**src/design/duc_pkg.sv**
```systemverilog
/*
 * shared constants and carrier types of the dac update and coefficient readout block.
 * assumes a 250 MHz core clock and a 16-bit register port with byte offsets.
 */
package duc_pkg;
    localparam int          NUM_CH          = 8;
    localparam int          CODE_W          = 16;
    localparam int          ADDR_W          = 12;
    localparam int          CAL_ADDR_W      = 7;
    localparam int          CAL_DEPTH       = 128;

    // register byte offsets
    localparam logic [11:0] OFS_CONTROL     = 12'h0200;
    localparam logic [11:0] OFS_COEFF_REQ   = 12'h0214;
    localparam logic [11:0] OFS_COEFF_STAT  = 12'h0219;
    localparam logic [11:0] OFS_LAUNCH      = 12'h021C;
    localparam logic [11:0] OFS_CH0         = 12'h0220;
    localparam logic [11:0] OFS_CH_LAST     = 12'h023C;
    localparam logic [11:0] CH_STRIDE       = 12'h0004;

    // field positions
    localparam int          CTRL_MODE_LSB   = 5;
    localparam int          CTRL_SINGLE_BIT = 8;
    localparam int          REQ_GO_BIT      = 15;
    localparam int          REQ_ADDR_LSB    = 8;
    localparam int          STAT_READY_BIT  = 0;
    localparam int          STAT_BYTE_LSB   = 8;
    localparam int          LAUNCH_BIT      = 0;

    // trigger mode encodings and reset values
    localparam logic [1:0]  MODE_ALL        = 2'h0;
    localparam logic [1:0]  MODE_EXT_ONLY   = 2'h1;
    localparam logic [15:0] CONTROL_RST     = 16'h0000;
    localparam logic [15:0] CODE_RST        = 16'h0000;

    // timing
    localparam int          CLK_MHZ         = 250;
    localparam int          COEFF_READ_NS   = 2_500_000;
    localparam int          COEFF_READ_CYCLES = COEFF_READ_NS * CLK_MHZ / 1000;
    localparam int          CNT_W           = 20;

    typedef struct packed {
        logic              wr;
        logic              rd;
        logic [ADDR_W-1:0] addr;
        logic [15:0]       data;
    } duc_req_t;

    typedef struct packed {
        logic                  en;
        logic [CAL_ADDR_W-1:0] addr;
        logic [7:0]            data;
    } duc_cal_ld_t;
endpackage

```
**src/design/duc_coeff_reader.sv**
```systemverilog
/*
 * calibration coefficient memory with a delayed byte read.
 * assumes start is a one-cycle pulse from the register decode on the same clock.
 */
`timescale 1ns/1ps
`default_nettype none
module duc_coeff_reader #(
    parameter int READ_CYCLES = duc_pkg::COEFF_READ_CYCLES
) (
    input  wire logic                            clk,
    input  wire logic                            nrst,
    input  wire logic                            start,
    input  wire logic [duc_pkg::CAL_ADDR_W-1:0]  addr,
    input  wire duc_pkg::duc_cal_ld_t            cal_ld,
    output logic                                 ready,
    output logic [7:0]                           rbyte
);
    import duc_pkg::*;

    typedef enum logic [1:0] {
        ST_IDLE = 2'b01,
        ST_WAIT = 2'b10
    } duc_rd_state_t;

    localparam logic [CNT_W-1:0] LAST = CNT_W'(READ_CYCLES - 1);

    // signed quarter-lsb coefficients, offset then gain, two bytes each per channel
    logic [7:0]            mem [CAL_DEPTH];
    duc_rd_state_t         state, next_state;
    logic [CNT_W-1:0]      cnt, next_cnt;
    logic [CAL_ADDR_W-1:0] raddr, next_raddr;
    logic                  next_ready;
    logic [7:0]            next_rbyte;

    always_ff @(posedge clk) begin
        if (cal_ld.en) begin
            mem[cal_ld.addr] <= cal_ld.data; // [RULE8]
        end
    end

    always_comb begin
        next_state = state;
        next_cnt   = cnt;
        next_raddr = raddr;
        next_ready = ready;
        next_rbyte = rbyte;
        case (state)
            ST_IDLE: begin
            end
            ST_WAIT: begin
                if (cnt == LAST) begin
                    next_state = ST_IDLE;
                    next_ready = 1'b1;        // [RULE6] [RULE11]
                    next_rbyte = mem[raddr];
                end else begin
                    next_cnt = cnt + 1'b1;
                end
            end
            default: next_state = ST_IDLE;
        endcase
        if (start) begin
            next_state = ST_WAIT;
            next_cnt   = '0;
            next_raddr = addr;
            next_ready = 1'b0;                // [RULE10]
        end
    end

    always_ff @(posedge clk or negedge nrst) begin
        if (!nrst) begin
            state <= ST_IDLE;
            cnt   <= '0;
            raddr <= '0;
            ready <= 1'b0;                    // [RULE10]
            rbyte <= 8'h00;
        end else begin
            state <= next_state;
            cnt   <= next_cnt;
            raddr <= next_raddr;
            ready <= next_ready;
            rbyte <= next_rbyte;
        end
    end
endmodule
`default_nettype wire

```
**src/design/duc_top.sv**
```systemverilog
/*
 * register block of a multi-channel 16-bit analog output card: trigger control,
 * channel data registers with simultaneous launch, and coefficient byte readout.
 * assumes a host register port on CLK with one-cycle wr/rd strobes and byte offsets.
 */
`timescale 1ns/1ps
`default_nettype none
// Notes on behaviour
// RULE1 - control value 0100 hex enables external, software and timer triggers, single conversion.
// RULE2 - each channel register holds a 16-bit unsigned code, channel 0 at offset 220 hex.
// RULE3 - writing 0001 hex to the launch register moves all codes to their converters at once; the code ignores it in external-only trigger mode.
// RULE4 - request 8000 hex reads offset upper byte of channel 0, 8100 hex its lower byte.
// RULE5 - request 8200 hex reads gain upper byte of channel 0, 8300 hex its lower byte.
// RULE6 - status bit 0 rises when the byte is ready and bits 15 to 8 carry that byte.
// RULE7 - the host reads each coefficient as two byte reads, upper then lower, polling bit 0.
// RULE8 - the calibration memory holds signed quarter-lsb gain and offset values per channel.
// RULE9 - the host clamps computed codes to the range 0 to 65535 before writing them.
// RULE10 - the ready flag clears when a new coefficient read starts and on reset.
// RULE11 - a requested coefficient byte reaches the status register about 2.5 ms after request.
// RULE12 - reset clears every channel data register to zero.
// RULE13 - further channel registers follow channel 0 at a four-byte stride.
module duc_top #(
    parameter int READ_CYCLES = duc_pkg::COEFF_READ_CYCLES
) (
    input  wire logic                                            CLK,
    input  wire logic                                            NRST,
    input  wire duc_pkg::duc_req_t                               REQ,
    input  wire duc_pkg::duc_cal_ld_t                            CAL_LD,
    output logic [15:0]                                          RDATA,
    output logic                                                 RVALID,
    output logic [duc_pkg::NUM_CH-1:0][duc_pkg::CODE_W-1:0]      DAC_CODE,
    output logic                                                 DAC_UPDATE,
    output logic                                                 TRIG_EXT_EN,
    output logic                                                 TRIG_SW_EN,
    output logic                                                 TRIG_TIMER_EN,
    output logic                                                 SINGLE_MODE
);
    import duc_pkg::*;

    logic [15:0]                     control, next_control;
    logic [NUM_CH-1:0][CODE_W-1:0]   chan, next_chan;
    logic [NUM_CH-1:0][CODE_W-1:0]   next_dac_code;
    logic                            next_dac_update;
    logic [15:0]                     next_rdata;
    logic                            next_rvalid;
    logic                            launch;
    logic                            coeff_start;
    logic                            coeff_ready;
    logic [7:0]                      coeff_byte;
    logic                            ch_hit;
    logic [2:0]                      ch_idx;
    logic [1:0]                      mode;

    // channel address window, word aligned
    assign ch_hit = REQ.addr >= OFS_CH0 && REQ.addr <= OFS_CH_LAST && REQ.addr[1:0] == 2'b00;
    assign ch_idx = 3'((REQ.addr - OFS_CH0) / CH_STRIDE); // [RULE13]

    // trigger source decode
    assign mode          = control[CTRL_MODE_LSB +: 2];
    assign TRIG_EXT_EN   = 1'b1;                            // [RULE1]
    assign TRIG_SW_EN    = mode != MODE_EXT_ONLY;           // [RULE1]
    assign TRIG_TIMER_EN = mode == MODE_ALL;                // [RULE1]
    assign SINGLE_MODE   = control[CTRL_SINGLE_BIT];        // [RULE1]

    assign launch = REQ.wr && REQ.addr == OFS_LAUNCH && REQ.data[LAUNCH_BIT]
                    && TRIG_SW_EN;                          // [RULE3]
    assign coeff_start = REQ.wr && REQ.addr == OFS_COEFF_REQ
                         && REQ.data[REQ_GO_BIT];           // [RULE4] [RULE5]

    always_comb begin
        next_control = control;
        if (REQ.wr && REQ.addr == OFS_CONTROL) begin
            next_control = REQ.data;                        // [RULE1]
        end
    end

    genvar g;
    generate
        for (g = 0; g < NUM_CH; g++) begin : g_ch
            always_comb begin
                next_chan[g] = chan[g];
                if (REQ.wr && ch_hit && ch_idx == 3'(g)) begin
                    next_chan[g] = REQ.data;                // [RULE2] [RULE13]
                end
            end
        end
    endgenerate

    always_comb begin
        next_dac_code   = DAC_CODE;
        next_dac_update = launch;
        if (launch) begin
            next_dac_code = chan;                           // [RULE3]
        end
        next_rvalid = REQ.rd;
        next_rdata  = 16'h0000;
        if (REQ.rd) begin
            case (REQ.addr)
                OFS_CONTROL:    next_rdata = control;
                OFS_COEFF_STAT: next_rdata = {coeff_byte, 7'h00, coeff_ready}; // [RULE6]
                default:        next_rdata = 16'h0000;
            endcase
        end
    end

    always_ff @(posedge CLK or negedge NRST) begin
        if (!NRST) begin
            control    <= CONTROL_RST;
            chan       <= '0;                               // [RULE12]
            DAC_CODE   <= '0;
            DAC_UPDATE <= 1'b0;
            RDATA      <= 16'h0000;
            RVALID     <= 1'b0;
        end else begin
            control    <= next_control;
            chan       <= next_chan;
            DAC_CODE   <= next_dac_code;
            DAC_UPDATE <= next_dac_update;
            RDATA      <= next_rdata;
            RVALID     <= next_rvalid;
        end
    end

    // request bits 14:8 address the byte: 00 offset hi, 01 offset lo, 02 gain hi, 03 gain lo
    duc_coeff_reader #(
        .READ_CYCLES (READ_CYCLES)
    ) u_coeff (
        .clk    (CLK),
        .nrst   (NRST),
        .start  (coeff_start),
        .addr   (REQ.data[REQ_ADDR_LSB +: CAL_ADDR_W]),     // [RULE4] [RULE5]
        .cal_ld (CAL_LD),
        .ready  (coeff_ready),
        .rbyte  (coeff_byte)
    );
endmodule
`default_nettype wire

```
**config.mk**
```make
export PLATFORM = sky130hd
export DESIGN_NAME = duc_top
export DESIGN_NICKNAME = d
export VERILOG_FILES = /design/src/design/duc_pkg.sv /design/src/design/duc_coeff_reader.sv /design/src/design/duc_top.sv
export SDC_FILE = /design/constraint.sdc
export NUM_CORES = 1
export LEC_CHECK = 0
export ABC_AREA = 1
export BUFFER_PORTS_ARGS = -buffer_cell sky130_fd_sc_hd__buf_2
export CAP_MARGIN = 20
export CORE_ASPECT_RATIO = 1.4
export CORE_MARGIN = 2
export CORE_UTILIZATION = 55
export DETAILED_ROUTE_END_ITERATION = 10
export HOLD_SLACK_MARGIN = 0.15
export MAX_ROUTING_LAYER = met4
export PLACE_DENSITY_LB_ADDON = 0.15
export REMOVE_ABC_BUFFERS = 1
export SYNTH_ARGS = -nofsm -noshare
export SYNTH_HDL_FRONTEND = slang
export SYNTH_SLANG_ARGS = --single-unit
```
**constraint.sdc**
```tcl
create_clock -name CLK -period 3.75 [get_ports CLK]
set_input_delay 0.5625 -clock CLK [delete_from_list [all_inputs] [get_ports CLK]]
set_output_delay 0.5625 -clock CLK [all_outputs]
set_load 0.01 [all_outputs]
```
==> reports/results.ini <==
[run_status]
outcome=finished, final reports clean

[synthesis]
synth-main-ff-cell=edfxtp_1
synthCells=5001
synth_top_area_share_pct=56.27
yosys.area.top_type=edfxtp_1
netlist_area_um2=54640
ys_warn_count=0
async_flop_share_pct=24.26
yosys.cell_types.count=32
synth_edf_count=1024
synthTopCellsByArea=edfxtp_1 (56%), dfrtp_1 (15%), nand3_1 (9.4%), nand2_1 (9.1%), inv_1 (2.4%)
ys_seq_area_share_pct=71.29
synth_seq_cells=1352
synth.avg_cell_area_um2=10.93
synth_most_common_cell=nand2_1
synth_common_cells=nand2_1 (1329), edfxtp_1 (1024), nand3_1 (1021), inv_1 (346), dfrtp_1 (327)

[grt]
overflow=0
grt_pass1_vias=35930
grt_max_degree=213
grt.total_usage_pct=28.48
antenna_found_initial=0
grt_pass1_wl_um=214100

[critical_path]
cp_slowest_cell=buf_4
cp.arrival_ps=3540
path_common_cell=nand3_1
end_kind=flop
cp_data_required_time_ps=4390
crit_fanout=84
path_delay_family=simple AND/OR/NAND/NOR gates
crit_chain=buf_4 > nand3_1 > nand3_1 > nand3_1 > nand3_1 > nand2_1 > nand2_1 > nand3_1 > nand3_1 > nand2_1
slowest_delay_ps=740
path_class=flop to flop
critPathBufInv=1
critPathLaunchType=flop

[layout]
fill_cells=7822
fin_area_um2=61630
drive_gt1_share_pct=9.766
area_growth_pct=12.79
fin_nets=5206
antennaDiodeCount=0

[pwr]
p_clk_share_pct=43.6
total_power_mw=30.03
internal-power_mw=23.82
p_sw_mw=6.209
p_per_area_nw_per_um2=487.2
pwr-share-seq_pct=54.1
comb_power_share_pct=2.2
swShare_pct=20.68
p_leak_nw=23.67
ir_worst_vdd_v=0.0005129

[place]
pre_cts_slack_ps=885.8
place.gp.congestion=0.8675
dpl_cell_area_um2=57270
dpl.hpwl_um=83490
portBuffers=196

[clock_network]
cts-resized-gates=0
post-cts-setup-buffers=0
insertion_delay_ps=760
cts_tree=built
cts.path.max_buffers=3
htreeDepth=4
cts_buffers=132
cts-root-buf=clkbuf_16
path_clk_slew_ps=60
cts.sinks=1352

[timing]
slew_violations=0
skew_ps=19.75
hold_violations=0
rsz0062_at_grt=no
period_minus_slack_ps=2901
finalSetupViolCount=0
worst_pin_slew_ps=1114
setup_ws_ps=849.0
maxSlewHeadroom_pct=25.71
finalCritPeriodShare_pct=77.36
hold_ws_ps=212.6
fmax_mhz=344.7

[detailed_routing]
drt_iter0_markers=3900
vias=37020
vias_per_cell=5.631
wl_um=140300
post_drt_wl_per_cell_um=21.34
ant_nets=0
firstDrtPassIters=6
drc=0

[floorplanning]
ios=198
core_area_um2=98350
rows=136
die_area_um2=101900
floorplan.initialDensity_pct=55.56
die_y_um=377.0
die_width_um=270.4

[job]
drv_cap=0

[min_path]
hold_path.class=input pin to flop

-- cells by family after synthesis --
group	share of synthesized area [%]
buffers and inverters	4.692
adders and majority gates	0.02289
xor gates and xnor gates	0.1122
other	0.006862
and+or+nand+nor	21.01
AOI/OAI and AO/OA	2.860
DFF	71.29
-- cell usage in the layout, fill, tap and decap left out, drive strengths merged --
master       instances
nand2             1329
edfxtp            1024
nand3             1021
inv                353
dfrtp              327
buf                307
nor2               286
clkbuf             175
o21ai              168
a21oi              130
clkinv              53
nor3                25
nand4               11
dlygate4sd3         10
o22ai                9
bufinv               8
xor2                 7
nor4                 6
clkinvlp             3
nor3b                3
and3b                1
o21a                 1
o211ai               1
or2                  1
nand3b               1
ha                   1
conb                 1
dfstp                1
-- path summary, 6_finish.rpt --
| check | to | cells after the start | start | slack, ps |
|---|---|---|---|---|
| max | u_coeff.rbyte[6]$_DFFE_PN0P_ | 10 | u_coeff.raddr[1]$_DFFE_PN0N_ | 850 |
| min | chan[35]$_DFFE_PN0P_ | 3 | REQ[3] | 210 |
| max reg2reg | u_coeff.rbyte[6]$_DFFE_PN0P_ | 10 | u_coeff.raddr[1]$_DFFE_PN0N_ | 850 |
| min reg2reg | DAC_CODE[82]$_DFFE_PN0P_ | 2 | chan[82]$_DFFE_PN0P_ | 470 |
| max in group asynchronous | u_coeff.raddr[2]$_DFFE_PN0N_ | 3 | NRST | 2290 |
| min in group asynchronous | DAC_CODE[55]$_DFFE_PN0P_ | 2 | NRST | 490 |
-- per-stage QoR --
| step | util, % | cells | setup TNS [ps] |
|---|---|---|---|
| 5_1_grt | 62.66 | 6574 | 0 |
| 4_1_cts | 62.66 | 6574 | 0 |
| 3_5_place_dp | 58.23 | 6324 | 0 |
| 3_3_place_gp | 58.23 | 6324 | 0 |
| 6_report | 62.66 | 6574 | 0 |
| 2_1_floorplan | - | 4706 | -451250 |
-- flip-flops by register name, indices dropped and copies added, names as in the netlist --
register / flops
u_coeff.rbyte: 8
u_coeff.raddr: 7
RDATA: 16
RVALID: 1
chan: 128
DAC_CODE: 128
DAC_UPDATE: 1
u_coeff.state: 2
control: 16
u_coeff.ready: 1
u_coeff.cnt: 20
u_coeff.mem: 1024
-- layer usage --
layer	track usage, %	wire length (um)	vias up
met5	-	0	-
met1	34.66	54420	17920
met2	48.53	71550	1473
li1	-	-	17320
met4	10.46	5099	0
met3	4.226	9193	307
-- power groups by stage --
stage	Sequential (mW)	Clock, mW	Combinational (mW)
CTS	16.2	13.3	0.679
finish	16.2	13.1	0.673
floorplan	16.6	0	0.185
global placement	16.6	0	0.658
detailed placement	16.6	0	0.668
global route	16.2	13.8	0.737
-- area by class of cell --
class | count | area [um2] | area share (%)
flip-flops and latches | 1352 | 38970 | 63.23
multi-input cells | 3002 | 13120 | 21.29
clock buffers | 175 | 3672 | 5.958
repair buffers | 317 | 2295 | 3.723
well taps | 1311 | 1640 | 2.661
inverters | 352 | 1339 | 2.172
clock inverters | 65 | 593.1 | 0.9623
-- worst reg2reg max path, cell delays in order, from the launching register on --
cell and delay (ps):
dfrtp_4 470, buf_4 740, nand3_1 380, nand3_1 240, nand3_1 140, nand3_1 140, nand2_1 90, nand2_1 80
nand3_1 210, nand3_1 220, nand2_1 70
-- timing repair --
| action | in CTS | in global routing |
|---|---|---|
| endpoints found under the hold margin | 132 | 0 |
| endpoints found under the setup margin | 0 | 0 |
| hold buffers | 10 | 0 |
Note: power is estimated with default switching activity, not from simulation.
